File: config.mk
export PLATFORM = sky130hd
export DESIGN_NAME = sso_top
export DESIGN_NICKNAME = d
export VERILOG_FILES = /design/src/design/sso_pkg.sv /design/src/design/sso_top.sv
export VERILOG_INCLUDE_DIRS = /design/src /design/src/design
export SDC_FILE = /design/constraint.sdc
export NUM_CORES = 1
export LEC_CHECK = 0
export ABC_AREA = 1
export BUFFER_PORTS_ARGS = -buffer_cell sky130_fd_sc_hd__buf_2
export CORE_MARGIN = 1.5
export CORE_UTILIZATION = 44
export DETAILED_ROUTE_END_ITERATION = 6
export GPL_TIMING_DRIVEN = 0
export PLACE_DENSITY = 0.71
export SLEW_MARGIN = 10
export SYNTH_ARGS = -nofsm -noshare
export SYNTH_HDL_FRONTEND = slang
export SYNTH_SLANG_ARGS = --single-unit
File: constraint.sdc
create_clock -name pclk -period 4.9 [get_ports pclk]
set_clock_uncertainty 0.2 [all_clocks]
set_input_delay 0.49 -clock pclk [delete_from_list [all_inputs] [get_ports pclk]]
set_output_delay 0.49 -clock pclk [all_outputs]
set_load 0.02 [all_outputs]
File: src/design/sso_map.svh
// Purpose: constants of the serial sound output block
// Assumes: 32-bit APB data, one register per aligned word
// Notes: definitions only
`ifndef SSO_MAP_SVH
`define SSO_MAP_SVH
`define SSO_WIN_LO 32'h0340_0000
`define SSO_WIN_HI 32'h034F_FFFF
`define SSO_VIDEO_MUX_CONFIG_REG_ADDR 32'h0350_0000
`define SSO_STATUS_ADDR 32'h0350_0004
`define SSO_SEL_FREQ 8'hB0
`define SSO_SEL_CTL 8'hB1
`define SSO_FIFO_LAST 3'h3
`define SSO_FIFO_FULL 3'h4
`define SSO_DIV_EXTRA 9'h002
`define SSO_LAST_BIT 5'h1F
`define SSO_WS_NORM_FIRST 5'h0F
`define SSO_WS_NORM_LAST 5'h1E
`define SSO_WS_JP_LAST 5'h0F
`define SSO_BYTE_LAST 3'h7
`define SSO_CTL_CLKSEL 0
`define SSO_CTL_EN_LO 1
`define SSO_CTL_EN_HI 2
`define SSO_VIDEO_MUX_CONFIG_REG_FMT 0
`define SSO_CTL_RESET 3'h0
`define SSO_FREQ_RESET 8'h00
`define SSO_VIDEO_MUX_CONFIG_REG_RESET 2'h0
`endif

File: src/design/sso_pkg.sv
// Purpose: shared types of the serial sound output block
// Assumes: constants live in sso_map.svh
// Notes: refill sequencing states
`default_nettype none
package sso_pkg;
   typedef enum logic {
      fill_wait,
      fill_busy
   } sso_fill_type;
endpackage : sso_pkg
`default_nettype wire

File: src/design/sso_top.sv
// Purpose: stereo serial sound output with qword refill fifo and byte latch
// Assumes: apb master on pclk; dma words arrive on pclk; ref clock is asynchronous
// Notes: half bit period is (frequency value + 2) ticks of the selected source
`include "sso_map.svh"
`default_nettype none

// Operation
// [RQ1] four word fifo then one byte latch
// [RQ2] refill fully by dma once fifo empty
// [RQ3] bytes move through latch one at a time
// [RQ4] three outputs: bit clock, data, word select
// [RQ5] disabled: clock low, data low, select high
// [RQ6] each byte sent msb first
// [RQ7] parallel load, shifted by bit clock
// [RQ8] mux config bit 0 picks select format
// [RQ9] sample is sixteen left, sixteen right bits
// [RQ10] normal: select toggles on previous lsb
// [RQ11] normal: select high means right channel
// [RQ12] alternate: select toggles on new msb
// [RQ13] alternate: select polarity inverted
// [RQ14] software sets ref clock and divider two
// [RQ15] software sets divider for other rates
// [RQ16] register chosen by upper write data bits
// [RQ17] window write makes active low strobe
// [RQ18] active low dma request to arbiter
// [RQ19] each refill is a four word burst
// [RQ20] software keeps dma pointers qword aligned
// [RQ21] macrocell registers read back as zero
// [RQ22] request drops on fourth burst word
module sso_top (
   input wire logic pclk, // system clock
   input wire logic presetn, // asynchronous reset, active low
   input wire logic psel, // apb select
   input wire logic penable, // apb enable
   input wire logic pwrite, // apb direction
   input wire logic [31:0] paddr, // apb byte address
   input wire logic [31:0] pwdata, // apb write data
   output logic [31:0] prdata, // apb read data
   output logic pready, // apb ready
   output logic pslverr, // apb error on unmapped address
   input wire logic dma_word_valid, // one burst word this cycle
   input wire logic [31:0] dma_word, // burst word
   output logic dma_request_n, // refill request, active low
   output logic reg_write_strobe_n, // register write strobe, active low
   input wire logic sound_ref_clk, // external sound reference clock
   output logic serial_bit_clock_out, // serial bit clock
   output logic serial_data_out, // serial data
   output logic channel_select_out // channel word select
);

   logic [2:0] sound_control_reg;
   logic [7:0] sound_freq_reg;
   logic [1:0] video_mux_config_reg;
   logic [31:0] wdata_q;
   logic in_window;
   logic addr_video_mux_config_reg;
   logic addr_status;
   logic apb_done;
   logic snd_en;
   logic fmt_alt;
   sso_pkg::sso_fill_type fill_state;
   logic [31:0] fifo_mem [0:3];
   logic [1:0] wr_ptr;
   logic [1:0] rd_ptr;
   logic [2:0] fifo_count;
   logic [1:0] byte_sel;
   logic [7:0] byte_latch;
   logic latch_full;
   logic fifo_rd;
   logic fifo_push;
   logic ref_meta;
   logic ref_sync;
   logic ref_prev;
   logic div_tick;
   logic [8:0] div_cnt;
   logic [8:0] half_period;
   logic half_event;
   logic fall_event;
   logic shift_load;
   logic [7:0] shift_reg;
   logic [4:0] bit_idx;
   logic [4:0] next_bit_idx;
   logic next_ws;

   assign in_window = (paddr >= `SSO_WIN_LO) && (paddr <= `SSO_WIN_HI);
   assign addr_video_mux_config_reg = (paddr == `SSO_VIDEO_MUX_CONFIG_REG_ADDR);
   assign addr_status = (paddr == `SSO_STATUS_ADDR);
   assign apb_done = psel && penable && pready;
   assign snd_en = (sound_control_reg[`SSO_CTL_EN_HI:`SSO_CTL_EN_LO] != 2'h0);
   assign fmt_alt = video_mux_config_reg[`SSO_VIDEO_MUX_CONFIG_REG_FMT];

   // apb slave: ready in the first access cycle, so no wait states
   always_ff @(posedge pclk or negedge presetn) begin
      if (!presetn) begin
         pready <= 1'b0;
         pslverr <= 1'b0;
         prdata <= 32'h0000_0000;
      end else begin
         pready <= psel && !penable;
         pslverr <= psel && !penable && !in_window && !addr_video_mux_config_reg && !addr_status;
         if (psel && !penable && !pwrite && addr_status) begin
            prdata <= {24'h00_0000, (fill_state == sso_pkg::fill_busy), fifo_count,
                       byte_sel, latch_full, snd_en};
         end else if (psel && !penable && !pwrite && addr_video_mux_config_reg) begin
            prdata <= {30'h0000_0000, video_mux_config_reg};
         end else begin
            prdata <= 32'h0000_0000; // RQ21
         end
      end
   end

   // window writes become a one cycle strobe carrying the data word
   always_ff @(posedge pclk or negedge presetn) begin
      if (!presetn) begin
         reg_write_strobe_n <= 1'b1;
         wdata_q <= 32'h0000_0000;
      end else begin
         reg_write_strobe_n <= !(apb_done && pwrite && in_window); // RQ17
         if (apb_done && pwrite && in_window) begin
            wdata_q <= pwdata;
         end
      end
   end

   // the strobe carries no address; the top data byte names the target
   always_ff @(posedge pclk or negedge presetn) begin
      if (!presetn) begin
         sound_control_reg <= `SSO_CTL_RESET;
         sound_freq_reg <= `SSO_FREQ_RESET;
      end else if (!reg_write_strobe_n) begin
         if (wdata_q[31:24] == `SSO_SEL_CTL) begin
            sound_control_reg <= wdata_q[2:0]; // RQ16
         end
         if (wdata_q[31:24] == `SSO_SEL_FREQ) begin
            sound_freq_reg <= wdata_q[7:0]; // RQ16
         end
      end
   end

   always_ff @(posedge pclk or negedge presetn) begin
      if (!presetn) begin
         video_mux_config_reg <= `SSO_VIDEO_MUX_CONFIG_REG_RESET;
      end else if (apb_done && pwrite && addr_video_mux_config_reg) begin
         video_mux_config_reg <= pwdata[1:0]; // RQ8
      end
   end

   // refill sequencing: request only once empty, drop on the fourth word
   assign fifo_push = dma_word_valid && (fill_state == sso_pkg::fill_busy);

   always_ff @(posedge pclk or negedge presetn) begin
      if (!presetn) begin
         fill_state <= sso_pkg::fill_wait;
         dma_request_n <= 1'b1;
      end else begin
         unique case (fill_state)
            sso_pkg::fill_wait: begin
               if (snd_en && (fifo_count == 3'h0)) begin
                  fill_state <= sso_pkg::fill_busy; // RQ2
                  dma_request_n <= 1'b0; // RQ18
               end
            end
            sso_pkg::fill_busy: begin
               if (fifo_push && (fifo_count == `SSO_FIFO_LAST)) begin
                  fill_state <= sso_pkg::fill_wait;
                  dma_request_n <= 1'b1; // RQ22
               end
            end
         endcase
      end
   end

   // fifo words: written only while refilling, read only while not;
   // push and pop never share a cycle because push needs fill_busy and pop needs fill_wait
   assign fifo_rd = (fill_state == sso_pkg::fill_wait) && (fifo_count != 3'h0) &&
                    !latch_full && (byte_sel == 2'h3);

   always_ff @(posedge pclk or negedge presetn) begin
      if (!presetn) begin
         wr_ptr <= 2'h0;
         rd_ptr <= 2'h0;
         fifo_count <= 3'h0;
      end else begin
         if (fifo_push) begin
            wr_ptr <= wr_ptr + 2'h1;
            fifo_count <= fifo_count + 3'h1; // RQ19
         end else if (fifo_rd) begin
            rd_ptr <= rd_ptr + 2'h1;
            fifo_count <= fifo_count - 3'h1; // RQ1
         end
      end
   end

   always_ff @(posedge pclk) begin
      if (fifo_push) begin
         fifo_mem[wr_ptr] <= dma_word;
      end
   end

   // byte latch: upper byte first, so the left half leaves first
   always_ff @(posedge pclk or negedge presetn) begin
      if (!presetn) begin
         byte_latch <= 8'h00;
         latch_full <= 1'b0;
         byte_sel <= 2'h0;
      end else begin
         if ((fill_state == sso_pkg::fill_wait) && (fifo_count != 3'h0) && !latch_full) begin
            byte_latch <= fifo_mem[rd_ptr][{~byte_sel, 3'b000} +: 8]; // RQ3
            byte_sel <= byte_sel + 2'h1;
            latch_full <= 1'b1;
         end else if (shift_load) begin
            latch_full <= 1'b0;
         end
      end
   end

   // reference clock crosses by two flops before its edge is looked for
   always_ff @(posedge pclk or negedge presetn) begin
      if (!presetn) begin
         ref_meta <= 1'b0;
         ref_sync <= 1'b0;
         ref_prev <= 1'b0;
      end else begin
         ref_meta <= sound_ref_clk;
         ref_sync <= ref_meta;
         ref_prev <= ref_sync;
      end
   end

   assign div_tick = sound_control_reg[`SSO_CTL_CLKSEL] ? (ref_sync && !ref_prev) : 1'b1;
   assign half_period = {1'b0, sound_freq_reg} + `SSO_DIV_EXTRA;
   // >= rather than == so a divider lowered mid-count cannot stall the clock
   assign half_event = snd_en && div_tick && (div_cnt >= half_period - 9'h001);
   assign fall_event = half_event && serial_bit_clock_out;
   assign shift_load = fall_event && (bit_idx[2:0] == `SSO_BYTE_LAST);
   assign next_bit_idx = bit_idx + 5'h01;

   always_ff @(posedge pclk or negedge presetn) begin
      if (!presetn) begin
         div_cnt <= 9'h000;
      end else if (!snd_en || half_event) begin
         div_cnt <= 9'h000;
      end else if (div_tick) begin
         div_cnt <= div_cnt + 9'h001;
      end
   end

   // word select as a function of the bit about to be sent
   always_comb begin
      if (fmt_alt) begin
         next_ws = (next_bit_idx <= `SSO_WS_JP_LAST); // RQ12 RQ13
      end else begin
         next_ws = (next_bit_idx >= `SSO_WS_NORM_FIRST) &&
                   (next_bit_idx <= `SSO_WS_NORM_LAST); // RQ10 RQ11
      end
   end

   // data changes on the falling bit clock so the dac samples on the rise;
   // an empty latch at a byte boundary sends silence rather than stale data
   always_ff @(posedge pclk or negedge presetn) begin
      if (!presetn) begin
         serial_bit_clock_out <= 1'b0;
         serial_data_out <= 1'b0;
         channel_select_out <= 1'b1;
         shift_reg <= 8'h00;
         bit_idx <= `SSO_LAST_BIT;
      end else if (!snd_en) begin
         serial_bit_clock_out <= 1'b0; // RQ5
         serial_data_out <= 1'b0; // RQ5
         channel_select_out <= 1'b1; // RQ5
         shift_reg <= 8'h00;
         bit_idx <= `SSO_LAST_BIT;
      end else if (half_event) begin
         serial_bit_clock_out <= !serial_bit_clock_out; // RQ4
         if (fall_event) begin
            bit_idx <= next_bit_idx; // RQ9
            channel_select_out <= next_ws;
            if (shift_load) begin
               shift_reg <= latch_full ? {byte_latch[6:0], 1'b0} : 8'h00; // RQ7
               serial_data_out <= latch_full && byte_latch[7]; // RQ6
            end else begin
               shift_reg <= {shift_reg[6:0], 1'b0}; // RQ7
               serial_data_out <= shift_reg[7]; // RQ6
            end
         end
      end
   end

   a_idle_levels: assert property (@(posedge pclk) disable iff (!presetn) // RQ5
      (!snd_en && $past(!snd_en)) |->
      (!serial_bit_clock_out && !serial_data_out && channel_select_out))
      else $error("outputs not idle while sound disabled");

   a_refill_request: assert property (@(posedge pclk) disable iff (!presetn) // RQ2
      (snd_en && fifo_count == 3'h0 && fill_state == sso_pkg::fill_wait) |=>
      (!dma_request_n && fill_state == sso_pkg::fill_busy))
      else $error("empty fifo did not raise refill request");

   a_request_drop: assert property (@(posedge pclk) disable iff (!presetn) // RQ22
      (fifo_push && fifo_count == `SSO_FIFO_LAST) |=>
      (dma_request_n && fifo_count == `SSO_FIFO_FULL))
      else $error("request not dropped on fourth word");

   a_no_drain_fill: assert property (@(posedge pclk) disable iff (!presetn) // RQ2
      (fill_state == sso_pkg::fill_busy) |=> $stable(rd_ptr))
      else $error("fifo drained during refill");

   a_fifo_depth: assert property (@(posedge pclk) disable iff (!presetn) // RQ1
      fifo_count <= `SSO_FIFO_FULL)
      else $error("fifo count beyond four words");

   a_msb_first: assert property (@(posedge pclk) disable iff (!presetn) // RQ6
      (shift_load && latch_full && snd_en) |=> (serial_data_out == $past(byte_latch[7])))
      else $error("byte not started with its msb");

   a_ws_normal: assert property (@(posedge pclk) disable iff (!presetn) // RQ10
      (!fmt_alt && snd_en && $past(snd_en) && $rose(channel_select_out)) |->
      (bit_idx == `SSO_WS_NORM_FIRST))
      else $error("normal select rose away from the left lsb");

   a_ws_alt: assert property (@(posedge pclk) disable iff (!presetn) // RQ12
      (fmt_alt && snd_en && $past(snd_en) && $fell(channel_select_out)) |->
      (bit_idx == `SSO_WS_JP_LAST + 5'h01))
      else $error("alternate select fell away from the right msb");

   a_bit_wrap: assert property (@(posedge pclk) disable iff (!presetn) // RQ9
      (fall_event && bit_idx == `SSO_LAST_BIT) |=> (bit_idx == 5'h00))
      else $error("sample not 32 bits long");

   a_strobe_window: assert property (@(posedge pclk) disable iff (!presetn) // RQ17
      (apb_done && pwrite && in_window) |=> (!reg_write_strobe_n ##1 reg_write_strobe_n))
      else $error("window write made no strobe");

   a_ctl_update: assert property (@(posedge pclk) disable iff (!presetn) // RQ16
      (!reg_write_strobe_n && wdata_q[31:24] == `SSO_SEL_CTL) |=>
      (sound_control_reg == $past(wdata_q[2:0])))
      else $error("sound control not taken from strobe data");

   a_read_zero: assert property (@(posedge pclk) disable iff (!presetn) // RQ21
      (psel && !penable && !pwrite && in_window) |=> (prdata == 32'h0000_0000))
      else $error("macrocell register read returned data");

   a_latch_hold: assert property (@(posedge pclk) disable iff (!presetn) // RQ3
      (fill_state == sso_pkg::fill_busy) |=> $stable(byte_sel))
      else $error("latch fed during refill");

   a_data_on_fall: assert property (@(posedge pclk) disable iff (!presetn) // RQ7
      (snd_en && $past(snd_en) && $changed(serial_data_out)) |->
      $fell(serial_bit_clock_out))
      else $error("data moved away from a falling bit clock");

   a_select_on_fall: assert property (@(posedge pclk) disable iff (!presetn) // RQ10
      (snd_en && $past(snd_en) && $changed(channel_select_out)) |->
      $fell(serial_bit_clock_out))
      else $error("select moved away from a falling bit clock");

   a_request_empty: assert property (@(posedge pclk) disable iff (!presetn) // RQ18
      $fell(dma_request_n) |-> (fifo_count == 3'h0 && $past(snd_en)))
      else $error("refill requested with words still in the fifo");

   a_push_in_burst: assert property (@(posedge pclk) disable iff (!presetn) // RQ19
      fifo_push |-> (!dma_request_n && fifo_count < `SSO_FIFO_FULL))
      else $error("burst word taken outside a four word burst");

   a_clock_divider: assert property (@(posedge pclk) disable iff (!presetn) // RQ4
      $changed(serial_bit_clock_out) |-> (div_cnt == 9'h000))
      else $error("bit clock moved off a divider boundary");

   a_video_mux_config_reg_write: assert property (@(posedge pclk) disable iff (!presetn) // RQ8
      (apb_done && pwrite && addr_video_mux_config_reg) |=> (video_mux_config_reg == $past(pwdata[1:0])))
      else $error("format select not taken from the bus");

endmodule : sso_top
`default_nettype wire

==> results.md, run 1 <==
- The reg-to-reg setup timing slack is 2.27 ns.
- The chip width is 154 um.
- The main combinational cell family by area after synthesis is simple AND/OR/NAND/NOR gates.
- The count of buffers added on input and output ports is 101.
- The later pin in the worst-skew pair is clocked with a latency of 0.53 ns.
- In this run the tightest slew margin relative to its limit is 60.2%.
- The number of placed I/O pins is 142.
- STA classifies the critical path endpoint as a flop.
- The effective utilization at floorplan is 45.4%.
- In the final layout, the registers with the most flip-flops are fifo_mem (128), wdata_q (16), div_cnt (9).
- The overall routed net length is 22.3 mm.
- After layout, the minimum clock period comes to 2.63 ns.
- The launch instance of the worst register-to-register path is sound_freq_reg[2].
- For this run the aggregate overflow at the end of global routing stands at 0.
- Counting cells, the worst reg-to-reg path comes to 15.
- In this run the static leakage power is 5.40 nW.
- Of all nets on the critical path, the largest fanout is 7.
- The post-route netlist has 21.1% of its cells at a drive strength greater than 1.
- Entering global routing, the biggest net connects 47 pins.
- The number of max-cap violations is 0.
- Across all hold checks on the routed design, the worst slack comes to 0.0110 ns.
- Yosys mapped a number of flops with a built-in enable equal to 128.
- The level count of the clock H-tree is 1.
- For this run, the number of Yosys warnings is 0.
- The hold violation count in the final report is 0.
- Setup repair after global routing left no endpoint under its margin.
- The floorplan has 54 rows.
- The via count is 7,271.
- Counting instances, the worst hold path has a depth of 1.
- Summing the areas of all fa, ha and maj instances in the mapped netlist gives 2.70% of the synthesized area.
- The floorplan step defined a core boundary enclosing 22,000 um^2.
- The total global-route track usage is 19.1%.
- The area fraction in compound gates after synthesis is 5.58%.
- The sum of met2 wire segment lengths after detailed routing is 11.2 mm.
- Clock-pin slew was measured on the worst setup and hold paths at 0.06 ns.
- The reg-to-reg critical path endpoint is div_cnt[7].
- Across the VDD grid, the largest voltage drop is 0.438 mV.
- Detailed placement ended at an HPWL of 15.1 mm.
- The number of design rule violations left after detail routing is 0.
- The number of antenna cells inserted is 0.
- More flip-flops sit in one register than any other, and that register is fifo_mem.
- The met3 wire length is 1.22 mm.
- For this design the ratio of total power to cell area is 450 nW/um^2.
- Counting every sink on the clock net gives 215.
- The layout net count is 1,308.
- The final-report max-slew violation count is 0.
- The die covers 23,600 um^2.
- Counting flops with an async set or reset pin after synthesis yields a share of 40.5%.
- Data arrives at the worst endpoint at 2.82 ns.
- Routability-driven placement finished with a final weighted congestion of 0.815.
- The largest incremental delay on the critical path is 0.42 ns.
- The number of setup buffers added after CTS is 0.
- The path class of the tightest hold or removal check is in -> reg.
- The path type of the worst setup path is reg -> reg.
- The number of failing setup endpoints in the final timing report is 0.
- The synthesized instance count is 995.
- The buffers plus inverters on the worst setup path is 1.
- For this run, the leading register cell type out of synthesis is sky130_fd_sc_hd__edfxtp_1.
- The wire length per cell after detailed routing is 15.1 um.
- Broken down by cell family, the worst path's largest delay share belongs to simple AND/OR/NAND/NOR gates.
- The met1 routed wirelength after detailed routing is 9.57 mm.
- The first global-routing pass estimated 36.2 mm of wire.
- The source of the worst hold timing path is dma_word[30].
- The dominant cell type by count on the critical path is sky130_fd_sc_hd__nand2_1.
- The vertical die dimension is 154 um.
- The signal on the critical path passes through nand3_1 > nand3b_1 > nor2_1 > xor2_1 > inv_1 > ha_1 > nand2_1 > nor2_1 > nand2_1 > nor2_2 > nor2_2 > nand2_4 > nand2_1 > nand2_1 > nor2_1.
- Counting the fill cells in the layout gives 1,887.
- The detail route stage leaves a number of antenna-violating nets equal to 0.
- The area of all placed cells without fillers is 12,200 um^2.
- TritonCTS built the clock tree.
- The capture endpoint of the worst hold path is fifo_mem[3][30].
- The mux share of post-synthesis cell area is 0.663%.
- The DRC violation total after the first TritonRoute iteration is 570.
- The TritonCTS buffer count is 23.
- The flow ran to the end, and the final reports show no timing, DRC or antenna violations.
- The slowest stage of the critical path belongs to the cell sky130_fd_sc_hd__dfrtp_1.
- The cell area after technology mapping is 9990 um^2.
- Summing the areas of all and, or, nand and nor instances in the mapped netlist gives 21.3% of the synthesized area.
- The post-detailed-route via-to-cell ratio is 4.92.
- The worst setup path is launched from a flop.
- From synthesis to final layout, the design area changed by 21.8%.
- Setup total negative slack on the finished layout was measured at 0 ns.
- In this run the clock root is driven by a sky130_fd_sc_hd__clkbuf_16.
- The xor and xnor area share after synthesis is 1.49%.
- The mean instance size in the synthesized netlist is 10.0 um^2.
- In this run the cell area measured after placement is 11,100 um^2.
- The measured slew at the worst slew-check pin is 0.597 ns.
- The number of different library cells in the post-synthesis netlist is 39.
- Dividing the final minimum period by the clock period gives 53.7%.
- The flip-flop count of the largest register after layout is 128.
- The maximum clock insertion buffer count is 3.
- The part of the Yosys area used for sequential elements is 60.3%.
- At the worst endpoint, the required time is 5.09 ns.
- The via count of the first global-routing pass came to 7,183.
- The length of the first detailed-routing pass in iterations is 5.
- The initial antenna violation count is 0.
- Static timing analysis puts the maximum clock frequency at 380 MHz.
- The number of flip-flops and latches in the synthesized netlist is 215.
- The highest routed metal layer is met4.
cell usage in the layout, fill, tap and decap left out, types with 3 or more instances in the layout:
cell type / instances
sky130_fd_sc_hd__nand2_1: 191
sky130_fd_sc_hd__nor2_1: 155
sky130_fd_sc_hd__edfxtp_1: 128
sky130_fd_sc_hd__buf_2: 114
sky130_fd_sc_hd__nand3_1: 91
sky130_fd_sc_hd__inv_1: 82
sky130_fd_sc_hd__dfrtp_1: 79
sky130_fd_sc_hd__o21ai_0: 40
sky130_fd_sc_hd__o21ai_1: 37
sky130_fd_sc_hd__dlygate4sd3_1: 35
sky130_fd_sc_hd__buf_4: 27
sky130_fd_sc_hd__conb_1: 24
sky130_fd_sc_hd__clkbuf_16: 23
sky130_fd_sc_hd__ha_1: 20
sky130_fd_sc_hd__o21ai_2: 16
sky130_fd_sc_hd__xor2_1: 15
sky130_fd_sc_hd__buf_6: 15
sky130_fd_sc_hd__nand4_1: 10
sky130_fd_sc_hd__nand3_2: 10
sky130_fd_sc_hd__clkbuf_1: 8
sky130_fd_sc_hd__dfstp_2: 8
sky130_fd_sc_hd__nor3_1: 7
sky130_fd_sc_hd__clkinv_1: 5
sky130_fd_sc_hd__a21oi_1: 5
sky130_fd_sc_hd__mux2_2: 5
sky130_fd_sc_hd__nor2_2: 4
sky130_fd_sc_hd__nor2_4: 4
sky130_fd_sc_hd__clkbuf_8: 4
sky130_fd_sc_hd__buf_12: 4
sky130_fd_sc_hd__nor3b_1: 3
sky130_fd_sc_hd__nor3_2: 3
how the worst max path moves through the flow:
stage,startpoint,to,slack (ns),cells past startpoint
CTS,sound_freq_reg[2],div_cnt[7],2.23,15
finish,sound_freq_reg[2],div_cnt[7],2.27,15
floorplan,wr_ptr[0],fifo_mem[2][0],2.26,4
detailed placement,sound_freq_reg[2],div_cnt[3],2.26,15
global route,sound_freq_reg[2],div_cnt[7],2.03,15
global placement,dma_word_valid,fifo_mem[3][23],1.13,3
cells in the mapped netlist (7+ instances only):
master	instances	share of area, %
sky130_fd_sc_hd__buf_6	15	1.7
sky130_fd_sc_hd__dfrtp_1	79	20
sky130_fd_sc_hd__o21ai_0	40	2.0
sky130_fd_sc_hd__xor2_1	15	1.3
sky130_fd_sc_hd__nor2_1	159	6.0
sky130_fd_sc_hd__nor3_1	7	0.35
sky130_fd_sc_hd__o21ai_1	37	1.9
sky130_fd_sc_hd__nand3_1	91	4.6
sky130_fd_sc_hd__nand4_1	10	0.63
sky130_fd_sc_hd__o21ai_2	16	1.4
sky130_fd_sc_hd__inv_1	82	3.1
sky130_fd_sc_hd__nand3_2	10	1.0
sky130_fd_sc_hd__dfstp_2	8	2.1
sky130_fd_sc_hd__edfxtp_1	128	38
sky130_fd_sc_hd__buf_2	14	0.70
sky130_fd_sc_hd__buf_4	26	2.0
sky130_fd_sc_hd__nand2_1	191	7.2
sky130_fd_sc_hd__ha_1	20	2.5
worst register-to-register path, cell delays in order (launching register included):
cell                       delay, ns
sky130_fd_sc_hd__dfrtp_1        0.42
sky130_fd_sc_hd__nand3_1        0.13
sky130_fd_sc_hd__nand3b_1       0.22
sky130_fd_sc_hd__nor2_1         0.13
sky130_fd_sc_hd__xor2_1         0.15
sky130_fd_sc_hd__inv_1          0.06
sky130_fd_sc_hd__ha_1           0.26
sky130_fd_sc_hd__nand2_1        0.06
sky130_fd_sc_hd__nor2_1         0.17
sky130_fd_sc_hd__nand2_1        0.09
sky130_fd_sc_hd__nor2_2         0.09
sky130_fd_sc_hd__nor2_2         0.06
sky130_fd_sc_hd__nand2_4        0.10
sky130_fd_sc_hd__nand2_1        0.07
sky130_fd_sc_hd__nand2_1        0.21
sky130_fd_sc_hd__nor2_1         0.09
final cells by class:
cell class              instances  area (um^2)  area share (%)
clock buffers                  30          642            5.27
flip-flops and latches        215         6030            49.5
clock inverters                 8          106           0.873
multi-input cells             655         3300            27.1
plain buffers                  61          458            3.76
inverters                      87          327            2.68
repair buffers                141          966            7.93
well taps                     280          350            2.88
what timing repair did:
item,4_1_cts,5_1_grt
resized for setup,0,0
hold buffers,35,0
hold endpoints to repair,158,0
layer usage:
metal	vias to the layer above	GRT usage [%]
met1	3428	24.9
met5	-	0
li1	3610	-
met4	0	6.10
met3	27	2.71
met2	206	33.1
cell families (layout without fill, tap and decap cells):
group	Yosys count	after routing
AOI/OAI and AO/OA	99	99
xor gates and xnor gates	17	17
adders and majority gates	21	21
buffers and inverters	148	327
DFF	215	215
muxes	6	6
other	1	24
and+or+nand+nor	488	488
where the power goes:
part	switching [W]	internal, W	total (W)
sequential	0.0000823	0.00211	0.00219
clock	0.000699	0.00103	0.00173
combinational	0.00101	0.000543	0.00155
total	0.00179	0.00368	0.00547
through the flow:
stage | util (%) | setup WS [ns] | std cells | total power [W]
after floorplan | - | 2.26 | 1018 | 0.00324
after global placement | 49.7 | 1.13 | 1399 | 0.00367
after detailed placement | 50.3 | 2.26 | 1404 | 0.00373
after CTS | 55.3 | 2.23 | 1477 | 0.00549
after global routing | 55.3 | 2.03 | 1477 | 0.00576
final | 55.3 | 2.27 | 1477 | 0.00547
Note: power is estimated with default switching activity, not from simulation.
==> inputs of run 2 (changes only) <==
ABC_AREA = 0   (was 1)
clock period = 2.6 ns   (was 4.9 ns; I/O delays follow)
==> run 2 against run 1 <==
  * The run now ends with negative setup slack left
  * Global-route usage fell by 1.2 points
  * Clock-buffer cell count fell by 4
  * Synthesized area decreased by 7.5%
  * Sequential cell count unchanged
  * Setup slack got worse by 2.6 ns
  * Cell area decreased by 2.3%
  * Register-to-register slack lost 2.6 ns
  * First-iteration DRC count decreased by 55%
==> results.md, run 2 <==
- The flow ran to the end, but the final reports show violations.
- The checks that failed: negative setup slack.
- The largest registers in the layout are fifo_mem (128), wdata_q (16), div_cnt (9).
- The post-detailed-route count of antenna-violating nets is 0 (unchanged).
- The via count is 5,786 (-20%).
- The total global-route track usage is 17.9% (-1.2 points).
- The clock slew seen by the registers of the worst setup and hold paths is 0.06 ns (about the same).
- The sum of overflow across all layers after global routing came to 0 (unchanged).
- The switching power is 0.00247 W (+38%).
- The post-detailed-route via-to-cell ratio is 5.24 (+6.4%).
- The sort of element at the end of the critical path is a flop.
- The mean instance size in the synthesized netlist is 15.5 um^2 (+55%).
- The number of different library cells in the post-synthesis netlist is 55 (+41%).
- The effective utilization at floorplan is 45.3% (-0.12 points).
- The final-report max-slew violation count is 0 (unchanged).
- The reg-to-reg setup timing slack is -0.29 ns (-2.55 ns).
- The chip width is 148 um (-3.7%).
- The path type of the worst setup path is reg -> reg.
- The clock tree from TritonCTS is built.
- The tightest min-delay check is of the in -> reg type.
- The synthesized instance count is 595 (-40%).
- The launch instance of the worst register-to-register path is sound_freq_reg[0].
- The overall routed net length is 19.4 mm (-13%).
- The DRC violation total after the first TritonRoute iteration was 259 (-55%).
- By area the synthesized netlist is led by sky130_fd_sc_hd__edfxtp_1, sky130_fd_sc_hd__dfrtp_1, sky130_fd_sc_hd__mux4_2.
- The power per standard cell area was 773 nW/um^2 (+72%).
- The TritonCTS buffer count is 22 (-4.3%).
- The source of the worst hold timing path is paddr[0].
- The final HPWL from detailed placement is 12.4 mm (-18%).
- The number of failing setup endpoints in the final timing report is 25 (+25).
- The part of the Yosys area used for sequential elements is 65.2% (+4.9 points).
- The logic gate share of total power is 19.3% (-9.1 points).
- The share of total power consumed by net switching is 26.8% (-5.9 points).
- The number of placed I/O pins was 142 (unchanged).
- The pin count of the biggest net entering global routing is 51 (+8.5%).
- The critical path starts at sound_freq_reg[0].
- The final critical-path required period came to 2.89 ns (+0.254 ns).
- The share of flip-flops with an asynchronous set or reset is 40.5% (unchanged).
- The filler cell count was 1,576 (-16%).
- The share of power burned in registers is 48.2% (+8.1 points).
- The placeable core region is 20,400 um^2 (-7.2%).
- The measured slew at the worst slew-check pin is 0.721 ns (+0.123 ns).
- The wire length per cell after detailed routing is 17.6 um (+16%).
- Relative to the synthesized area, the layout overhead comes to 28.6%.
- The worst-case reg-to-reg path depth is 11 (-4).
- The headroom to the max-slew limit is 51.9% (-8.2 points).
- The peak supply drop came to 0.647 mV (+48%).
- The cell accounting for the most synthesized area is sky130_fd_sc_hd__edfxtp_1.
- The final standard cell count with taps included and fillers excluded came to 1,105 (-25%).
- The cell row count is 52 (-3.7%).
- The sequential cell area in the final layout is 6030 um^2 (unchanged).
- The cell chosen for the clock root is sky130_fd_sc_hd__clkbuf_16.
- The power share of the clock group is 32.4% (+0.9 points).
- The number of stages on the worst hold path is 6 (+5).
- The routability congestion estimate is 0.820 (+0.54%).
- The number of max-cap violations is 0 (unchanged).
- The reg-to-reg critical path endpoint is bit_idx[3].
- The number of flip-flops and latches in the synthesized netlist is 215 (unchanged).
- The global-route wire length before repair is 31.2 mm (-14%).
- The total number of clock tree sinks is 215 (unchanged).
- The full die area is 21,900 um^2 (-7.3%).
- The largest fanout on the critical path is 4 (-3).
- The worst hold path terminates at pslverr.
- Setup repair after global routing could not meet its margin everywhere.
- The hold violation count in the final report came to 0 (unchanged).
- The internal power summed over all cells is 0.00673 W (+83%).
- The share of the synthesized area in the top cell type is 41.6% (+3.1 points).
- Counting flops per register, the top entry is fifo_mem.
- The number of design rule violations left after detail routing came to 0 (unchanged).
- The number of cells after detailed placement is 994 (-29%).
- The synthesis warning total is 0 (unchanged).
- The leakage power total is 4.75 nW (-12%).
- The worst setup margin is -0.287 ns (-2.55 ns).
- The layout net count is 943 (-28%).
- The vertical die dimension is 148 um (-3.7%).
- The worst path required time is 2.85 ns (-2.24 ns).
- The clock network latency to the later pin of the worst-skew pair is 0.52 ns (about the same).
- The commonest non-fill, non-tap cell in the layout is sky130_fd_sc_hd__edfxtp_1.
- The level count of the clock H-tree is 1 (unchanged).
- The number of input and output port buffers inserted is 101 (unchanged).
- The final design utilization came to 58.2% (+2.9 points).
- The final clock period utilization by the worst path is 111% (+57 points).
- The initial antenna violation count came to 0 (unchanged).
- STA classifies the critical path startpoint as a flop.
- The multi-input logic area is 3160 um^2 (-4.3%).
- In the synthesized netlist, the cells that appear most often are sky130_fd_sc_hd__edfxtp_1, sky130_fd_sc_hd__dfrtp_1, sky130_fd_sc_hd__mux4_2.
- The count of flip-flops with a built-in enable after synthesis is 128 (unchanged).
- The length of the first detailed-routing pass in iterations is 4 (-1).
- The maximum operating frequency is 346 MHz (-8.8%).
- In the synthesized netlist the dominant register cell turns out to be sky130_fd_sc_hd__edfxtp_1.
- The final hold slack was 0.0688 ns (+0.0577 ns).
- Leaving out fill and tap cells, the most frequent cells in the layout are sky130_fd_sc_hd__edfxtp_1, sky130_fd_sc_hd__buf_2, sky130_fd_sc_hd__dfrtp_1.
- The share of cells above drive strength 1 is 35.7% (+15 points).
- Among all cell types in the netlist, the one instantiated most often is sky130_fd_sc_hd__edfxtp_1.
- The arrival time of data at the critical path endpoint is 3.13 ns (+0.31 ns).
- The via count of the first global-routing pass is 6,285 (-13%).
- The cell area after technology mapping was 9250 um^2 (-7.5%).
- The flip-flop count of the largest register after layout is 128 (unchanged).
- The post-placement setup slack is -0.351 ns (-2.61 ns).
- The sum of negative setup slack is -5.23 ns (-5.23 ns).
- The number of antenna cells inserted is 0 (unchanged).
- The maximum clock insertion buffer count came to 3 (unchanged).
run 2: power by group through the flow:
| stage | combinational, W | clock [W] | sequential (W) |
|---|---|---|---|
| after floorplan | 0.00113 | 0 | 0.00444 |
| after global placement | 0.00158 | 0 | 0.00449 |
| after detailed placement | 0.00172 | 0 | 0.00450 |
| after CTS | 0.00181 | 0.00305 | 0.00444 |
| after global routing | 0.00194 | 0.00320 | 0.00448 |
| final | 0.00178 | 0.00298 | 0.00444 |
run 2: metrics by stage:
| stage | power [W] | cell area, um^2 |
|---|---|---|
| finish | 0.00920 | 11900 |
| global route | 0.00962 | 11900 |
| CTS | 0.00930 | 11800 |
| detailed placement | 0.00622 | 10400 |
| global placement | 0.00606 | 10300 |
| floorplan | 0.00558 | 9440 |
run 2: timing repair:
action                                  4_1_cts  5_1_grt
resized for setup                            17       11
pin swaps                                    16        3
setup buffers                                 8        1
hold buffers                                 61        0
endpoints found under the setup margin       25       25
cloned                                        0        1
hold endpoints to repair                    235        0
run 2: worst max path at each step:
stage	end
5_1_grt	bit_idx[3]
3_5_place_dp	latch_full
3_3_place_gp	latch_full
2_1_floorplan	latch_full
6_report	bit_idx[3]
4_1_cts	bit_idx[3]
run 2: layer usage:
layer | vias to the layer above | GRT usage [%] | wire length (um)
li1 | 2678 | - | -
met2 | 158 | 32.8 | 10300
met4 | 0 | 5.79 | 485
met3 | 45 | 3.18 | 881
met1 | 2905 | 21.5 | 7780
met5 | - | 0 | 0
run 2: cell families after synthesis:
kind of cell | Yosys count | share of synthesized area [%]
AOI/OAI and AO/OA | 67 | 4.72
xor gates and xnor gates | 20 | 1.89
adders and majority gates | 21 | 2.92
buffers and inverters | 57 | 3.64
DFF | 215 | 65.2
muxes | 80 | 13.8
other | 1 | 0.0406
and+or+nand+nor | 134 | 7.79
run 2: cell type report:
class / instances / area share, %
Buffer: 48 / 2.62
Clock buffer: 26 / 4.84
Timing Repair Buffer: 177 / 11.2
Inverter: 9 / 0.284
Clock inverter: 14 / 0.999
Sequential cell: 215 / 50.7
Multi-Input combinational cell: 346 / 26.5
Tap cell: 270 / 2.84
run 2: critical path, cell delays in order (launching register included):
cell                       delay [ns]
sky130_fd_sc_hd__dfrtp_1         0.39
sky130_fd_sc_hd__and3_4          0.21
sky130_fd_sc_hd__nand3_4         0.08
sky130_fd_sc_hd__or2_4           0.25
sky130_fd_sc_hd__xor2_2          0.14
sky130_fd_sc_hd__ha_1            0.30
sky130_fd_sc_hd__and4_4          0.22
sky130_fd_sc_hd__nor3b_4         0.21
sky130_fd_sc_hd__a311oi_2        0.08
sky130_fd_sc_hd__buf_4           0.16
sky130_fd_sc_hd__or4_1           0.49
sky130_fd_sc_hd__nand3_1         0.09
